<file path="config.mk">
export PLATFORM = sky130hd
export DESIGN_NAME = flashlight_ctrl
export DESIGN_NICKNAME = d
export VERILOG_FILES = /design/src/flash_pkg.sv /design/src/flashlight_ctrl.sv
export VERILOG_INCLUDE_DIRS = /design/src
export SDC_FILE = /design/constraint.sdc
export NUM_CORES = 2
export LEC_CHECK = 0
export ABC_CLOCK_PERIOD_IN_PS = 5300
export BUFFER_PORTS_ARGS = -buffer_cell sky130_fd_sc_hd__buf_2
export CORE_ASPECT_RATIO = 0.9
export CORE_MARGIN = 3
export CORE_UTILIZATION = 56
export CTS_CLUSTER_SIZE = 20
export DETAILED_ROUTE_END_ITERATION = 12
export PLACE_DENSITY = 0.72
export SLEW_MARGIN = 20
export SYNTH_ARGS = -nofsm -noshare
export SYNTH_HDL_FRONTEND = slang
export SYNTH_SLANG_ARGS = --single-unit
</file>
<file path="constraint.sdc">
create_clock -name CLOCK -period 5.3 [get_ports CLOCK]
set_input_delay 0.53 -clock CLOCK [delete_from_list [all_inputs] [get_ports CLOCK]]
set_output_delay 0.53 -clock CLOCK [all_outputs]
set_load 0.005 [all_outputs]
</file>
<file path="src/flash_defs.svh">
// Purpose: constants for the lamp controller
// Assumes: 20 MHz system clock
// Notes: times are kept in their own unit, counts derive from them
`ifndef FLASH_DEFS_SVH
`define FLASH_DEFS_SVH
`define CLK_HZ 20000000
`define TICK_CLKS 256
`define SKIP_BASE 5
`define PASS_CLKS (`TICK_CLKS * `SKIP_BASE)
`define HOLD_MS 3000
`define HOLD_PASSES ((`HOLD_MS * (`CLK_HZ / 1000)) / `PASS_CLKS)
`define BLINK_MS 250
`define BLINK_PASSES ((`BLINK_MS * (`CLK_HZ / 1000)) / `PASS_CLKS)
`define SAMPLE_HZ 10
`define ADC_SKIP (`SKIP_BASE * ((`CLK_HZ / `SAMPLE_HZ) / `PASS_CLKS))
`define SEQ_SKIP (`SKIP_BASE * 20)
`define KEY_SKIP 3'h5
`define KEY_RST 3'h5
`define ADC_RST 13'h0004
`define SEQ_RST 7'h03
`define BIAS_NS 400
`define BIAS_CLKS 4'((`BIAS_NS * (`CLK_HZ / 1000000)) / 1000)
`define LOW_RUN 6'h20
`define LOW_CODE_RST 8'hc0
`define COMP_RST 8'h80
`define MODE_MAX 3'h5
`define NV_INTENSITY 7'h00
`define NV_MODE 7'h01
`define NV_NMODES 7'h02
`define NV_SEQ_BASE 7'h03
`define NV_SEQ1 7'h07
`define REG_CONTROL 12'h000
`define REG_STATUS 12'h004
`define REG_LOW_CODE 12'h008
`define NV_WIN 12'h100
`define CTL_SLEEP 4
`define ST_SLEEP 4
`define ST_LOW 5
`define ST_CHG 6
`define ST_RUN 7
`define ST_DUTY_LSB 8
`define ST_COMP_LSB 16
`endif

</file>
<file path="src/flash_pkg.sv">
// Purpose: state types for the lamp controller
// Assumes: nothing
// Notes: codes written out
package flash_pkg;
   typedef enum logic [1:0] {
      KEY_IDLE = 2'b00,
      KEY_HELD = 2'b01,
      KEY_BLOCK = 2'b10
   } key_state_t;
   typedef enum logic [1:0] {
      ADC_IDLE = 2'b00,
      ADC_BIAS = 2'b01,
      ADC_CONV = 2'b10
   } adc_state_t;
endpackage

</file>
<file path="src/flashlight_ctrl.sv">
// Purpose: single lamp controller, modes, battery watch, drive pulse
// Assumes: BUTTON already clean and synchronous
// Notes: nonvolatile map is an array that reset leaves untouched
`timescale 1ns/10ps
`default_nettype none
`include "flash_defs.svh"

module flashlight_ctrl #(
   parameter logic [15:0] HOLD_PASSES = 16'(`HOLD_PASSES),
   parameter logic [11:0] BLINK_PASSES = 12'(`BLINK_PASSES),
   parameter logic [12:0] ADC_SKIP = 13'(`ADC_SKIP),
   parameter logic [6:0] SEQ_SKIP = 7'(`SEQ_SKIP)
) (
   input wire logic CLOCK,
   input wire logic RST,
   input wire logic BUTTON,
   output logic ADC_START,
   input wire logic ADC_DONE,
   input wire logic [7:0] ADC_RESULT,
   output logic DRIVE_REF,
   output logic [2:0] MODE,
   output logic SEQ_RUN,
   output logic SEQ_STEP,
   output logic [7:0] SEQ_START,
   input wire logic [5:0] SEQ_LEVEL,
   input wire logic [11:0] AWADDR,
   input wire logic AWVALID,
   output logic AWREADY,
   input wire logic [31:0] WDATA,
   input wire logic [3:0] WSTRB,
   input wire logic WVALID,
   output logic WREADY,
   output logic [1:0] BRESP,
   output logic BVALID,
   input wire logic BREADY,
   input wire logic [11:0] ARADDR,
   input wire logic ARVALID,
   output logic ARREADY,
   output logic [31:0] RDATA,
   output logic [1:0] RRESP,
   output logic RVALID,
   input wire logic RREADY
);
   logic [7:0] nv [0:127];
   logic [7:0] tick_timer;
   logic tick_rollover_flag;
   logic short_high;
   logic [7:0] pwm_cnt;
   logic pwm_out;
   logic [2:0] key_skip;
   logic [12:0] adc_skip;
   logic [6:0] seq_skip;
   logic key_run, adc_run, seq_tick;
   flash_pkg::key_state_t key_state;
   logic [15:0] hold_cnt;
   logic hold_evt, rel_evt;
   logic booted, changing;
   logic [3:0] intensity;
   logic [2:0] blink_left;
   logic blink_on;
   logic [11:0] blink_tmr;
   flash_pkg::adc_state_t adc_state;
   logic [3:0] bias_cnt;
   logic [7:0] adc_res, comp, low_code;
   logic adc_done_evt;
   logic [4:0] low_run;
   logic sleeping, low_flag;
   logic [5:0] level, prev_level;
   logic [7:0] duty;
   logic aw_got, w_got;
   logic [11:0] aw_addr;
   logic [31:0] w_data;
   logic [3:0] w_strb;
   logic wr_fire, wr_ctrl, wr_nv, commit;
   logic [31:0] next_rdata;

   // product saturates; larger comp lifts the duty as supply sags
   function automatic logic [7:0] scale(input logic [5:0] lv, input logic [7:0] k);
      logic [13:0] p;
      p = {8'h00, lv} * {6'h00, k};
      return p[13] ? 8'hff : p[12:5];
   endfunction

   function automatic logic mapped(input logic [11:0] a);
      return a == `REG_CONTROL || a == `REG_STATUS || a == `REG_LOW_CODE ||
         (a >= `NV_WIN && a < `NV_WIN + 12'h200);
   endfunction

   function automatic logic [2:0] valid_mode(input logic [7:0] v);
      return (v >= 8'h01 && v <= 8'(`MODE_MAX)) ? v[2:0] : 3'h1;
   endfunction

   // window offset removed so the first map word is byte 0
   function automatic logic [6:0] nv_index(input logic [11:0] a);
      logic [11:0] off;
      off = a - `NV_WIN;
      return off[8:2];
   endfunction

   // tick timer and its rollover flag; set wins over the clear
   always_ff @(posedge CLOCK) begin
      if (RST) begin
         tick_timer <= 8'h00;
         tick_rollover_flag <= 1'b0;
      end else begin
         tick_timer <= tick_timer + 8'h01;
         if (tick_timer == 8'hff) begin
            tick_rollover_flag <= 1'b1;
         end else if (tick_rollover_flag) begin
            tick_rollover_flag <= 1'b0;
         end
      end
   end

   // drive pulse: reloaded on each rollover pass
   always_ff @(posedge CLOCK) begin
      if (RST) begin
         short_high <= 1'b1;
         pwm_cnt <= 8'h00;
      end else if (tick_rollover_flag) begin
         short_high <= duty < 8'h80;
         pwm_cnt <= (duty < 8'h80) ? duty : 8'h00 - duty;
      end else if (short_high && pwm_cnt != 8'h00) begin
         pwm_cnt <= pwm_cnt - 8'h01;
      end
   end

   // long pulses time only the low tail at the end of the period
   assign pwm_out = short_high ? (pwm_cnt != 8'h00) : (~tick_timer >= pwm_cnt);

   always_ff @(posedge CLOCK) begin
      if (RST) begin
         DRIVE_REF <= 1'b0;
      end else begin
         DRIVE_REF <= !sleeping && (adc_state != flash_pkg::ADC_IDLE || pwm_out);
      end
   end

   // skip timers; offsets mean at most one expires per pass
   always_ff @(posedge CLOCK) begin
      if (RST) begin
         key_skip <= `KEY_RST;
         adc_skip <= `ADC_RST;
         seq_skip <= `SEQ_RST;
         key_run <= 1'b0;
         adc_run <= 1'b0;
         seq_tick <= 1'b0;
      end else begin
         key_run <= 1'b0;
         adc_run <= 1'b0;
         seq_tick <= 1'b0;
         if (tick_rollover_flag) begin
            if (key_skip == 3'h1) begin
               key_skip <= `KEY_SKIP;
               key_run <= 1'b1;
            end else begin
               key_skip <= key_skip - 3'h1;
            end
            if (adc_skip == 13'h0001) begin
               adc_skip <= ADC_SKIP;
               adc_run <= 1'b1;
            end else begin
               adc_skip <= adc_skip - 13'h0001;
            end
            if (seq_skip == 7'h01) begin
               seq_skip <= SEQ_SKIP;
               seq_tick <= 1'b1;
            end else begin
               seq_skip <= seq_skip - 7'h01;
            end
         end
      end
   end

   assign SEQ_STEP = seq_tick && SEQ_RUN && !sleeping;

   // button timing; wake press is swallowed until release
   always_ff @(posedge CLOCK) begin
      if (RST) begin
         key_state <= flash_pkg::KEY_IDLE;
         hold_cnt <= 16'h0000;
         hold_evt <= 1'b0;
         rel_evt <= 1'b0;
      end else begin
         hold_evt <= 1'b0;
         rel_evt <= 1'b0;
         if (sleeping) begin
            key_state <= flash_pkg::KEY_BLOCK;
         end else if (key_run) begin
            case (key_state)
               flash_pkg::KEY_IDLE: begin
                  if (BUTTON) begin
                     key_state <= flash_pkg::KEY_HELD;
                     hold_cnt <= 16'h0000;
                  end
               end
               flash_pkg::KEY_HELD: begin
                  if (!BUTTON) begin
                     key_state <= flash_pkg::KEY_IDLE;
                     rel_evt <= 1'b1;
                  end else if (hold_cnt == HOLD_PASSES - 16'h0001) begin
                     hold_cnt <= 16'h0000;
                     hold_evt <= 1'b1;
                  end else begin
                     hold_cnt <= hold_cnt + 16'h0001;
                  end
               end
               flash_pkg::KEY_BLOCK: begin
                  if (!BUTTON) begin
                     key_state <= flash_pkg::KEY_IDLE;
                  end
               end
               default: key_state <= flash_pkg::KEY_IDLE;
            endcase
         end
      end
   end

   logic [2:0] MODE_q;
   assign commit = rel_evt && changing;
   assign MODE = MODE_q;

   // mode selection; resumes stored mode right after reset
   always_ff @(posedge CLOCK) begin
      if (RST) begin
         booted <= 1'b0;
         MODE_q <= 3'h1;
         changing <= 1'b0;
         SEQ_RUN <= 1'b0;
         intensity <= 4'h0;
      end else if (!booted) begin
         booted <= 1'b1;
         MODE_q <= valid_mode(nv[`NV_MODE]);
         intensity <= nv[`NV_INTENSITY][3:0];
         SEQ_RUN <= valid_mode(nv[`NV_MODE]) != 3'h1;
      end else begin
         if (hold_evt) begin
            changing <= 1'b1;
            SEQ_RUN <= 1'b0;
            MODE_q <= (MODE_q >= `MODE_MAX) ? 3'h1 : MODE_q + 3'h1;
         end else if (commit) begin
            changing <= 1'b0;
            SEQ_RUN <= MODE_q != 3'h1;
         end
         if (wr_ctrl) begin
            intensity <= w_data[3:0];
         end
      end
   end

   // blink count: off gap, then on, repeated as many times as the new mode number
   always_ff @(posedge CLOCK) begin
      if (RST) begin
         blink_left <= 3'h0;
         blink_on <= 1'b0;
         blink_tmr <= 12'h000;
      end else if (hold_evt) begin
         blink_left <= (MODE_q >= `MODE_MAX) ? 3'h1 : MODE_q + 3'h1;
         blink_on <= 1'b0;
         blink_tmr <= BLINK_PASSES - 12'h001;
      end else if (key_run && blink_left != 3'h0) begin
         if (blink_tmr != 12'h000) begin
            blink_tmr <= blink_tmr - 12'h001;
         end else begin
            blink_tmr <= BLINK_PASSES - 12'h001;
            blink_on <= !blink_on;
            if (blink_on) begin
               blink_left <= blink_left - 3'h1;
            end
         end
      end
   end

   always_comb begin
      if (changing) begin
         level = blink_on ? 6'h3f : 6'h00;
      end else if (MODE_q == 3'h1) begin
         level = {intensity, intensity[3:2]};
      end else begin
         level = SEQ_LEVEL;
      end
   end

   // duty recomputed on new sample or any level change
   always_ff @(posedge CLOCK) begin
      if (RST) begin
         prev_level <= 6'h00;
         duty <= 8'h00;
      end else begin
         prev_level <= level;
         if (level != prev_level || adc_done_evt) begin
            duty <= scale(level, comp);
         end
      end
   end

   // battery sample: bias the diode first, then convert
   always_ff @(posedge CLOCK) begin
      if (RST) begin
         adc_state <= flash_pkg::ADC_IDLE;
         bias_cnt <= 4'h0;
         ADC_START <= 1'b0;
         adc_res <= 8'h00;
         comp <= `COMP_RST;
         adc_done_evt <= 1'b0;
      end else begin
         ADC_START <= 1'b0;
         adc_done_evt <= 1'b0;
         case (adc_state)
            flash_pkg::ADC_IDLE: begin
               if (adc_run && !sleeping) begin
                  adc_state <= flash_pkg::ADC_BIAS;
                  bias_cnt <= `BIAS_CLKS - 4'h1;
               end
            end
            flash_pkg::ADC_BIAS: begin
               if (sleeping) begin
                  adc_state <= flash_pkg::ADC_IDLE;
               end else if (bias_cnt == 4'h0) begin
                  ADC_START <= 1'b1;
                  adc_state <= flash_pkg::ADC_CONV;
               end else begin
                  bias_cnt <= bias_cnt - 4'h1;
               end
            end
            flash_pkg::ADC_CONV: begin
               if (ADC_DONE) begin
                  adc_res <= ADC_RESULT;
                  comp <= ADC_RESULT;
                  adc_done_evt <= 1'b1;
                  adc_state <= flash_pkg::ADC_IDLE;
               end
            end
            default: adc_state <= flash_pkg::ADC_IDLE;
         endcase
      end
   end

   // power state and low-supply run
   always_ff @(posedge CLOCK) begin
      if (RST) begin
         sleeping <= 1'b0;
         low_flag <= 1'b0;
         low_run <= 5'h00;
      end else begin
         if (sleeping) begin
            if (BUTTON) begin
               sleeping <= 1'b0;
               low_flag <= 1'b0;
            end
         end else if (adc_done_evt) begin
            if (adc_res > low_code) begin
               if (low_run == 5'(`LOW_RUN - 6'h01)) begin
                  sleeping <= 1'b1;
                  low_flag <= 1'b1;
                  low_run <= 5'h00;
               end else begin
                  low_run <= low_run + 5'h01;
               end
            end else begin
               low_run <= 5'h00;
            end
         end
         if (wr_ctrl && w_data[`CTL_SLEEP]) begin
            sleeping <= 1'b1;
         end
      end
   end

   // nonvolatile map; no reset so contents survive power-off
   always_ff @(posedge CLOCK) begin
      if (commit) begin
         nv[`NV_MODE] <= {5'h00, MODE_q};
      end
      if (wr_nv) begin
         nv[nv_index(aw_addr)] <= w_data[7:0];
      end
      if (MODE_q >= 3'h2) begin
         SEQ_START <= nv[`NV_SEQ_BASE + {4'h0, MODE_q} - 7'h02];
      end else begin
         SEQ_START <= 8'h00;
      end
   end

   // register slave
   assign AWREADY = !aw_got && !BVALID;
   assign WREADY = !w_got && !BVALID;
   assign ARREADY = !RVALID;
   assign wr_fire = aw_got && w_got;
   assign wr_ctrl = wr_fire && aw_addr == `REG_CONTROL && w_strb[0];
   assign wr_nv = wr_fire && aw_addr >= `NV_WIN && aw_addr < `NV_WIN + 12'h200 && w_strb[0];

   always_ff @(posedge CLOCK) begin
      if (RST) begin
         aw_got <= 1'b0;
         w_got <= 1'b0;
         aw_addr <= 12'h000;
         w_data <= 32'h00000000;
         w_strb <= 4'h0;
         BVALID <= 1'b0;
         BRESP <= 2'b00;
         low_code <= `LOW_CODE_RST;
      end else begin
         if (AWVALID && AWREADY) begin
            aw_got <= 1'b1;
            aw_addr <= AWADDR;
         end
         if (WVALID && WREADY) begin
            w_got <= 1'b1;
            w_data <= WDATA;
            w_strb <= WSTRB;
         end
         if (wr_fire) begin
            aw_got <= 1'b0;
            w_got <= 1'b0;
            BVALID <= 1'b1;
            BRESP <= mapped(aw_addr) ? 2'b00 : 2'b10;
            if (aw_addr == `REG_LOW_CODE && w_strb[0]) begin
               low_code <= w_data[7:0];
            end
         end else if (BVALID && BREADY) begin
            BVALID <= 1'b0;
         end
      end
   end

   always_comb begin
      next_rdata = 32'h00000000;
      if (ARADDR == `REG_CONTROL) begin
         next_rdata[3:0] = intensity;
      end else if (ARADDR == `REG_STATUS) begin
         next_rdata[2:0] = MODE_q;
         next_rdata[`ST_SLEEP] = sleeping;
         next_rdata[`ST_LOW] = low_flag;
         next_rdata[`ST_CHG] = changing;
         next_rdata[`ST_RUN] = SEQ_RUN;
         next_rdata[`ST_DUTY_LSB +: 8] = duty;
         next_rdata[`ST_COMP_LSB +: 8] = comp;
      end else if (ARADDR == `REG_LOW_CODE) begin
         next_rdata[7:0] = low_code;
      end else if (mapped(ARADDR)) begin
         next_rdata[7:0] = nv[nv_index(ARADDR)];
      end
   end

   always_ff @(posedge CLOCK) begin
      if (RST) begin
         RVALID <= 1'b0;
         RDATA <= 32'h00000000;
         RRESP <= 2'b00;
      end else if (ARVALID && ARREADY) begin
         RVALID <= 1'b1;
         RDATA <= next_rdata;
         RRESP <= mapped(ARADDR) ? 2'b00 : 2'b10;
      end else if (RVALID && RREADY) begin
         RVALID <= 1'b0;
      end
   end
endmodule
`default_nettype wire

</file>
======== Word-level counts from Yosys, hierarchy flattened ========
Memory sizes are Yosys's and may differ from the RTL's. A register that Yosys moved wholly into a read port is not among the register bits.
Index checks and enable logic that the tools add are counted.
operators by class
  add/subtract/negate cells ............... 16
  $mul .................................... 1
  magnitude comparators ................... 11
  equal/unequal tests ..................... 33
  mux-type cells .......................... 86
  bitwise logic cells ..................... 9
  reduce and logical (&&, ||, !) cells .... 82
operators by type and width
  operator                                                       number
  2-to-1 mux 16 bit                                              4
  2-to-1 mux 8 bit                                               6
  2-to-1 mux 12 bit                                              3
  2-to-1 mux 1 bit                                               34
  case mux 16 bit (2 select lines)                               1
  2-to-1 mux 3 bit                                               10
  2-to-1 mux 4 bit                                               7
  nonzero test 2 bit                                             13
  logical AND 1 bit                                              25
  == test 12 x 3 -> 1 bit (second input constant)                2
  == test 12 x 4 -> 1 bit (second input constant)                2
  >= comparator 12 x 9 -> 1 bit (second input constant)          2
  logical NOT 12 bit                                             2
  less-than comparator 12 x 10 -> 1 bit (second input constant)  2
  2-to-1 mux 2 bit                                               10
  2-to-1 mux 20 bit                                              1
  inequality test 2 bit (second input constant)                  10
  2-to-1 mux 6 bit                                               3
  subtractor 9 bit (second input constant)                       2
  adder 16 x 1 -> 16 bit (second input constant)                 1
  == test 16 bit (second input constant)                         1
  multiplier 6 x 8 -> 14 bit                                     1
  == test 13 x 1 -> 1 bit (second input constant)                1
  2-to-1 mux 13 bit                                              1
  other kinds (52)                                               94
word-level totals
  register bits ........................... 197
  memory bits (writable) .................. 1024
  bits of input ports ..................... 83
  output and inout port bits .............. 56
  word-level logic and storage cells ...... 286
  memories ................................ 1
memories
  name  depth  width  rd ports  clocked after memory_dff  wr ports  RTL line               source
  nv    128    8      4         1                         2         flashlight_ctrl.sv:44  logic [7:0] nv [0:127];

======== Longest topological paths before layout ========
  word-level depth ........................ 8
  depth in mapped cells ................... 21
  depth with buffers taken out ............ 20

======== Least setup slack after synthesis ========
Ideal clock, no wire load.
  path type ............................... flip-flop to flip-flop
  start point ............................. reg MODE_q[1] (netlist: MODE[1])
  end point ............................... reg duty[6]
  library setup time ...................... 80 ps
  arrival time ............................ 5015 ps
  required time ........................... 5220 ps
  setup slack ............................. 204 ps
  stages on the path, launching flop included .. 20
  buffers on the path ..................... 1
  period minus slack after synthesis ...... 5096 ps
  path through ............................ dfxtp_1 inv_1 ha_1 nor2b_1 nand2_1 a31oi_1 and2_1 fa_1 fa_1 inv_1 fa_1 inv_1 ha_1 or4_1 o221a_4 o211ai_4 nand3_1 and4_1 buf_6 a211oi_2
between the ends
  longest elaborated chain between the ends .. 5
  elaborated cells between the ends (all ways) .. 7
  those cells by class .................... 1 x mul; 2 x eq/ne; 3 x mux; 1 x reduce/logical
RTL lines
  what                                                                        RTL line                                       source
  start, declared                                                             flashlight_ctrl.sv:219                         logic [2:0] MODE_q;
  start signal, assigned                                                      flashlight_ctrl.sv:233                         MODE_q <= valid_mode(nv[`NV_MODE]);
  start signal, assigned                                                      flashlight_ctrl.sv:240                         MODE_q <= (MODE_q >= `MODE_MAX) ? 3'h1 : MODE_q + 3'h1;
  == test 3 x 1 -> 1 bit *                                                    flashlight_ctrl.sv:277                         end else if (MODE_q == 3'h1) begin
  2-to-1 mux 6 bit *                                                          flashlight_ctrl.sv:277
  2-to-1 mux 6 bit *                                                          flashlight_ctrl.sv:275                         if (changing) begin
  multiplier 6 x 8 -> 14 bit / inequality test 6 bit (equally long branches)  flashlight_ctrl.sv:80, flashlight_ctrl.sv:291
  2-to-1 mux 8 bit / logical OR 1 bit (equally long branches)                 flashlight_ctrl.sv:81, flashlight_ctrl.sv:291
  end signal, assigned                                                        flashlight_ctrl.sv:292                         duty <= scale(level, comp);
  end, declared                                                               flashlight_ctrl.sv:69                          logic [7:0] duty;
Every way passes the cells marked *; elsewhere a longest branch is shown, timed or not.
A chain may end at the register's enable or synchronous reset.

======== Final worst setup path ========
  start point ............................. reg MODE_q[1] (netlist: MODE[1])
  end point ............................... reg duty[4]
The elaborated chain is that of the path after synthesis.

==> flow_summary.rst <==
.. list-table::
   :header-rows: 1

   * - Metric
     - Value
   * - Overall die width
     - 324.6 um
   * - Reg2Reg Capture Point
     - duty[4]
   * - Crit Path Max Fanout
     - 7
   * - Worst hold stages
     - 3
   * - Initial antenna violation count
     - 4
   * - Most instantiated flip-flop cell in the synthesis netlist
     - edfxtp_1
   * - Ys Warns
     - 0
   * - Post-route non-filler standard cell count
     - 4561
   * - Clk root buf
     - clkbuf_16
   * - Aggregate global-route resource usage
     - 26.69%
   * - Routed Wire Length
     - 127000 um
   * - Detail Placement HPWL
     - 80260 um
   * - Final Setup Violations
     - 0
   * - Layout Skew
     - 0.05649 ns
   * - Number of post-CTS setup repair buffers
     - 0
   * - Worst Hold Class
     - in -> reg
   * - Yosys reg bits
     - 1220
   * - Overflow left after global routing
     - 0
   * - Core Box Area
     - 0.09005 mm^2
   * - Worst hold slack across all endpoints
     - 0.04456 ns
   * - Detail Route Antenna Nets
     - 0
   * - Count of port buffers added during placement
     - 101
   * - Most frequent cells in the layout
     - 1024 x edfxtp_1, 298 x mux4_2, 268 x nor2_1
   * - Register-to-register setup slack
     - 0.26 ns
   * - Worst hold start
     - WDATA[6]
   * - Area of all sequential standard cells
     - 0.03470 mm^2
   * - Register share of total power
     - 53.7%
   * - Proportion of layout cells with a drive suffix above 1
     - 21.05%
   * - Outcome
     - complete, no violations
   * - Fraction of the yosys area taken by sequential cells
     - 67.78%
   * - I/O pins
     - 139
   * - Relative slew slack
     - 26.73%
   * - Clk Latency, worst-skew pair
     - 0.72 ns
   * - Total via count after detailed routing
     - 29.46k
   * - Ratio of final minimum period to clock period
     - 95.18%
   * - Async set-reset flop share out of synthesis
     - 0%
   * - Number of synthesized flops with an enable pin
     - 1024
   * - # placed instances
     - 4342
   * - Wire length of the first global-routing pass
     - 189500 um
   * - Switching portion of total power
     - 22.37%
   * - CTS tree
     - yes
   * - Global placement routability congestion
     - 0.9102
   * - Crit Reg-Reg Startpoint
     - MODE[1]
   * - Detailed-route DRC error count
     - 0
   * - Internal power consumption
     - 15.35 mW
   * - Switching power total
     - 4.424 mW
   * - Number of vias per cell
     - 6.460
   * - Count of unique library cells instantiated by Yosys
     - 77
   * - Power per unit of standard cell area
     - 348.8 mW/mm^2
   * - Drt first-iter violations
     - 3737
   * - Number of failing hold endpoints at the final stage
     - 0
   * - Leakage power summed over all cells
     - 18.33 nW
   * - Worst-margin pin slew
     - 1.071 ns
   * - Required time of the worst setup path
     - 5.85 ns
   * - Synth Cell Area
     - 0.05116 mm^2
   * - Max_cap viols
     - 0
   * - WS Path Type
     - reg -> reg
   * - Chip height
     - 292.7 um
   * - Peak supply drop
     - 0.3436 mV
   * - Clk network pwr share
     - 40.4%
   * - Longest Clk Path Bufs
     - 3
   * - Number of buffers inserted during clock tree synthesis
     - 116
   * - Iteration count of the initial detailed-routing pass
     - 6
   * - Type of element capturing the critical path
     - register
   * - Post-synthesis to final-layout area growth
     - 10.84%
   * - Category of the worst setup path launch point
     - register
   * - Final Util
     - 62.97%
   * - Shortest clock period the worst path allows after layout
     - 5.045 ns
   * - Count of H-tree levels built during CTS
     - 3
   * - Hold Path Sink
     - w_data[6]
   * - Number of clock sinks
     - 1220
   * - R2R depth
     - 18
   * - Setup repair after global routing missed its margin
     - false
   * - Final-stage net count
     - 3408
   * - Footprint of the multi-input gates
     - 0.01533 mm^2
   * - Leading cell type in the layout, fill and taps excluded
     - edfxtp_1
   * - Timing-limited maximum frequency
     - 0.1982 GHz
   * - Fill cell total of the finished layout
     - 6319
   * - Clock input transition at the sequential cells of the worst setup and hold paths
     - 0.06 ns
   * - Max-slew violation count
     - 0
   * - Post-Synthesis Cells
     - 3110
   * - Via count of the first global-routing pass
     - 29.24k
   * - Row count
     - 104
   * - Share of total power in combinational logic
     - 5.9%
   * - Avg Cell Area, Syn
     - 16.45 um^2
   * - Largest net degree at the start of global routing
     - 86
   * - Per-cell routed wire length
     - 27.85 um
   * - Starting Density
     - 56.81%
   * - Crit path arrival time
     - 5.60 ns
   * - Die Outline Area
     - 0.09502 mm^2
==> worst max-delay path by stage <==
| stage | start | endpoint | depth (start not counted) |
|---|---|---|---|
| 6_report | MODE[1] | duty[4] | 18 |
| 5_1_grt | MODE[1] | duty[6] | 18 |
| 4_1_cts | MODE[1] | duty[4] | 18 |
| 3_5_place_dp | MODE[1] | duty[1] | 18 |
| 3_3_place_gp | MODE[1] | duty[6] | 18 |
| 2_1_floorplan | MODE[1] | duty[6] | 19 |
==> metal layers <==
metal | wire, um | vias to the layer above | GRT usage, % | share of wire, %
met5 | 13 | - | 0 | 0.010
met4 | 4222 | 2 | 8.254 | 3.3
met3 | 13680 | 272 | 6.334 | 11
met2 | 60110 | 1675 | 42.23 | 47
met1 | 49020 | 15132 | 37.38 | 39
li1 | - | 12381 | - | -
==> synthesized netlist by cell type (all sizes together), types with 5 or more instances <==
cell	n	area [um^2]
nor2	268	1006
xnor2	32	280.3
or3	11	68.82
a22oi	8	60.06
nand2	200	750.7
inv	92	345.3
nor4	19	125.1
fa	24	480.5
o2111ai	5	43.79
and2	52	325.3
a211o	8	70.07
a21o	9	67.56
buf	89	610.6
o22ai	5	31.28
mux2i	86	860.8
a2111oi	5	43.79
a21oi	118	590.6
a311oi	6	52.55
o21ai	56	280.3
and3	13	81.33
mux2	21	236.5
o21a	10	75.07
edfxtp	1024	30750
nand3b	5	37.54
nand3	60	300.3
a221oi	22	192.7
a31oi	13	81.33
o211ai	6	58.81
nand2b	14	95.09
a221o	6	60.06
mux4	298	6711
nor3	46	230.2
or4	7	52.55
nand4	9	56.30
ha	59	738.2
xor2	25	219.0
dfxtp	196	3924
clkbuf	74	277.8
nor4b	6	58.80
or2	10	62.56
nor2b	25	156.4
a211oi	35	310.3
==> state kept, by name (all words and copies together), names as in the netlist, 12 cells and up <==
signal / flops
RDATA: 24
adc_skip: 13
aw_addr: 12
blink_tmr: 12
hold_cnt: 16
nv: 1024
==> logic make-up after synthesis <==
logic type / synth area share, %
AOI/OAI and AO/OA: 4.336
buffers and inverters: 2.412
other: 0.007330
muxes: 15.26
xor gates and xnor gates: 0.9759
and+or+nand+nor: 6.843
adders and majority gates: 2.382
DFF: 67.78
==> power by group through the flow <==
stage / sequential, mW / clock (mW) / combinational [mW]
2_1_floorplan: 10.8 / 0 / 0.746
3_3_place_gp: 10.8 / 0 / 1.12
3_5_place_dp: 10.8 / 0 / 1.16
4_1_cts: 10.6 / 8.06 / 1.16
5_1_grt: 10.6 / 8.45 / 1.26
6_report: 10.6 / 7.99 / 1.17
==> critical path, stage by stage (launching register included) <==
cell and delay (ns):
dfxtp_1 0.31, inv_1 0.09, ha_1 0.18, nor2b_2 0.27
a21oi_1 0.12, a21oi_2 0.24, buf_4 0.18, nand2_1 0.08
fa_1 0.52, fa_1 0.55, inv_1 0.06, fa_1 0.47
ha_1 0.25, or4_1 0.57, o221a_4 0.27, o211ai_4 0.22
or3b_1 0.15, and4_4 0.28, a211oi_2 0.08
==> cell type report <==
class,count,share of cell area [%]
Sequential cell,1220,61.20
Multi-Input combinational cell,1644,27.04
Clock buffer,155,5.574
Tap cell,1219,2.690
Timing Repair Buffer,168,1.977
Clock inverter,60,0.8849
Inverter,92,0.6135
Antenna cell,3,0.01324
==> metrics by stage <==
| step | setup TNS [ns] | power, mW | area [um^2] | setup WS (ns) |
|---|---|---|---|---|
| global placement | 0 | 11.93 | 53000 | 0.08736 |
| floorplan | 0 | 11.55 | 51190 | 0.2044 |
| detailed placement | -0.5066 | 11.97 | 53000 | -0.07732 |
| CTS | 0 | 19.83 | 56670 | 0.07719 |
| finish | 0 | 19.78 | 56700 | 0.2555 |
| global route | 0 | 20.33 | 56690 | 0.01940 |
==> repair_timing <==
item                       CTS  global route
resized for setup            2             6
hold buffers                 1             0
hold endpoints to repair     1             0
setup endpoints to repair    7             7
Power figures use the tool's default switching activity.
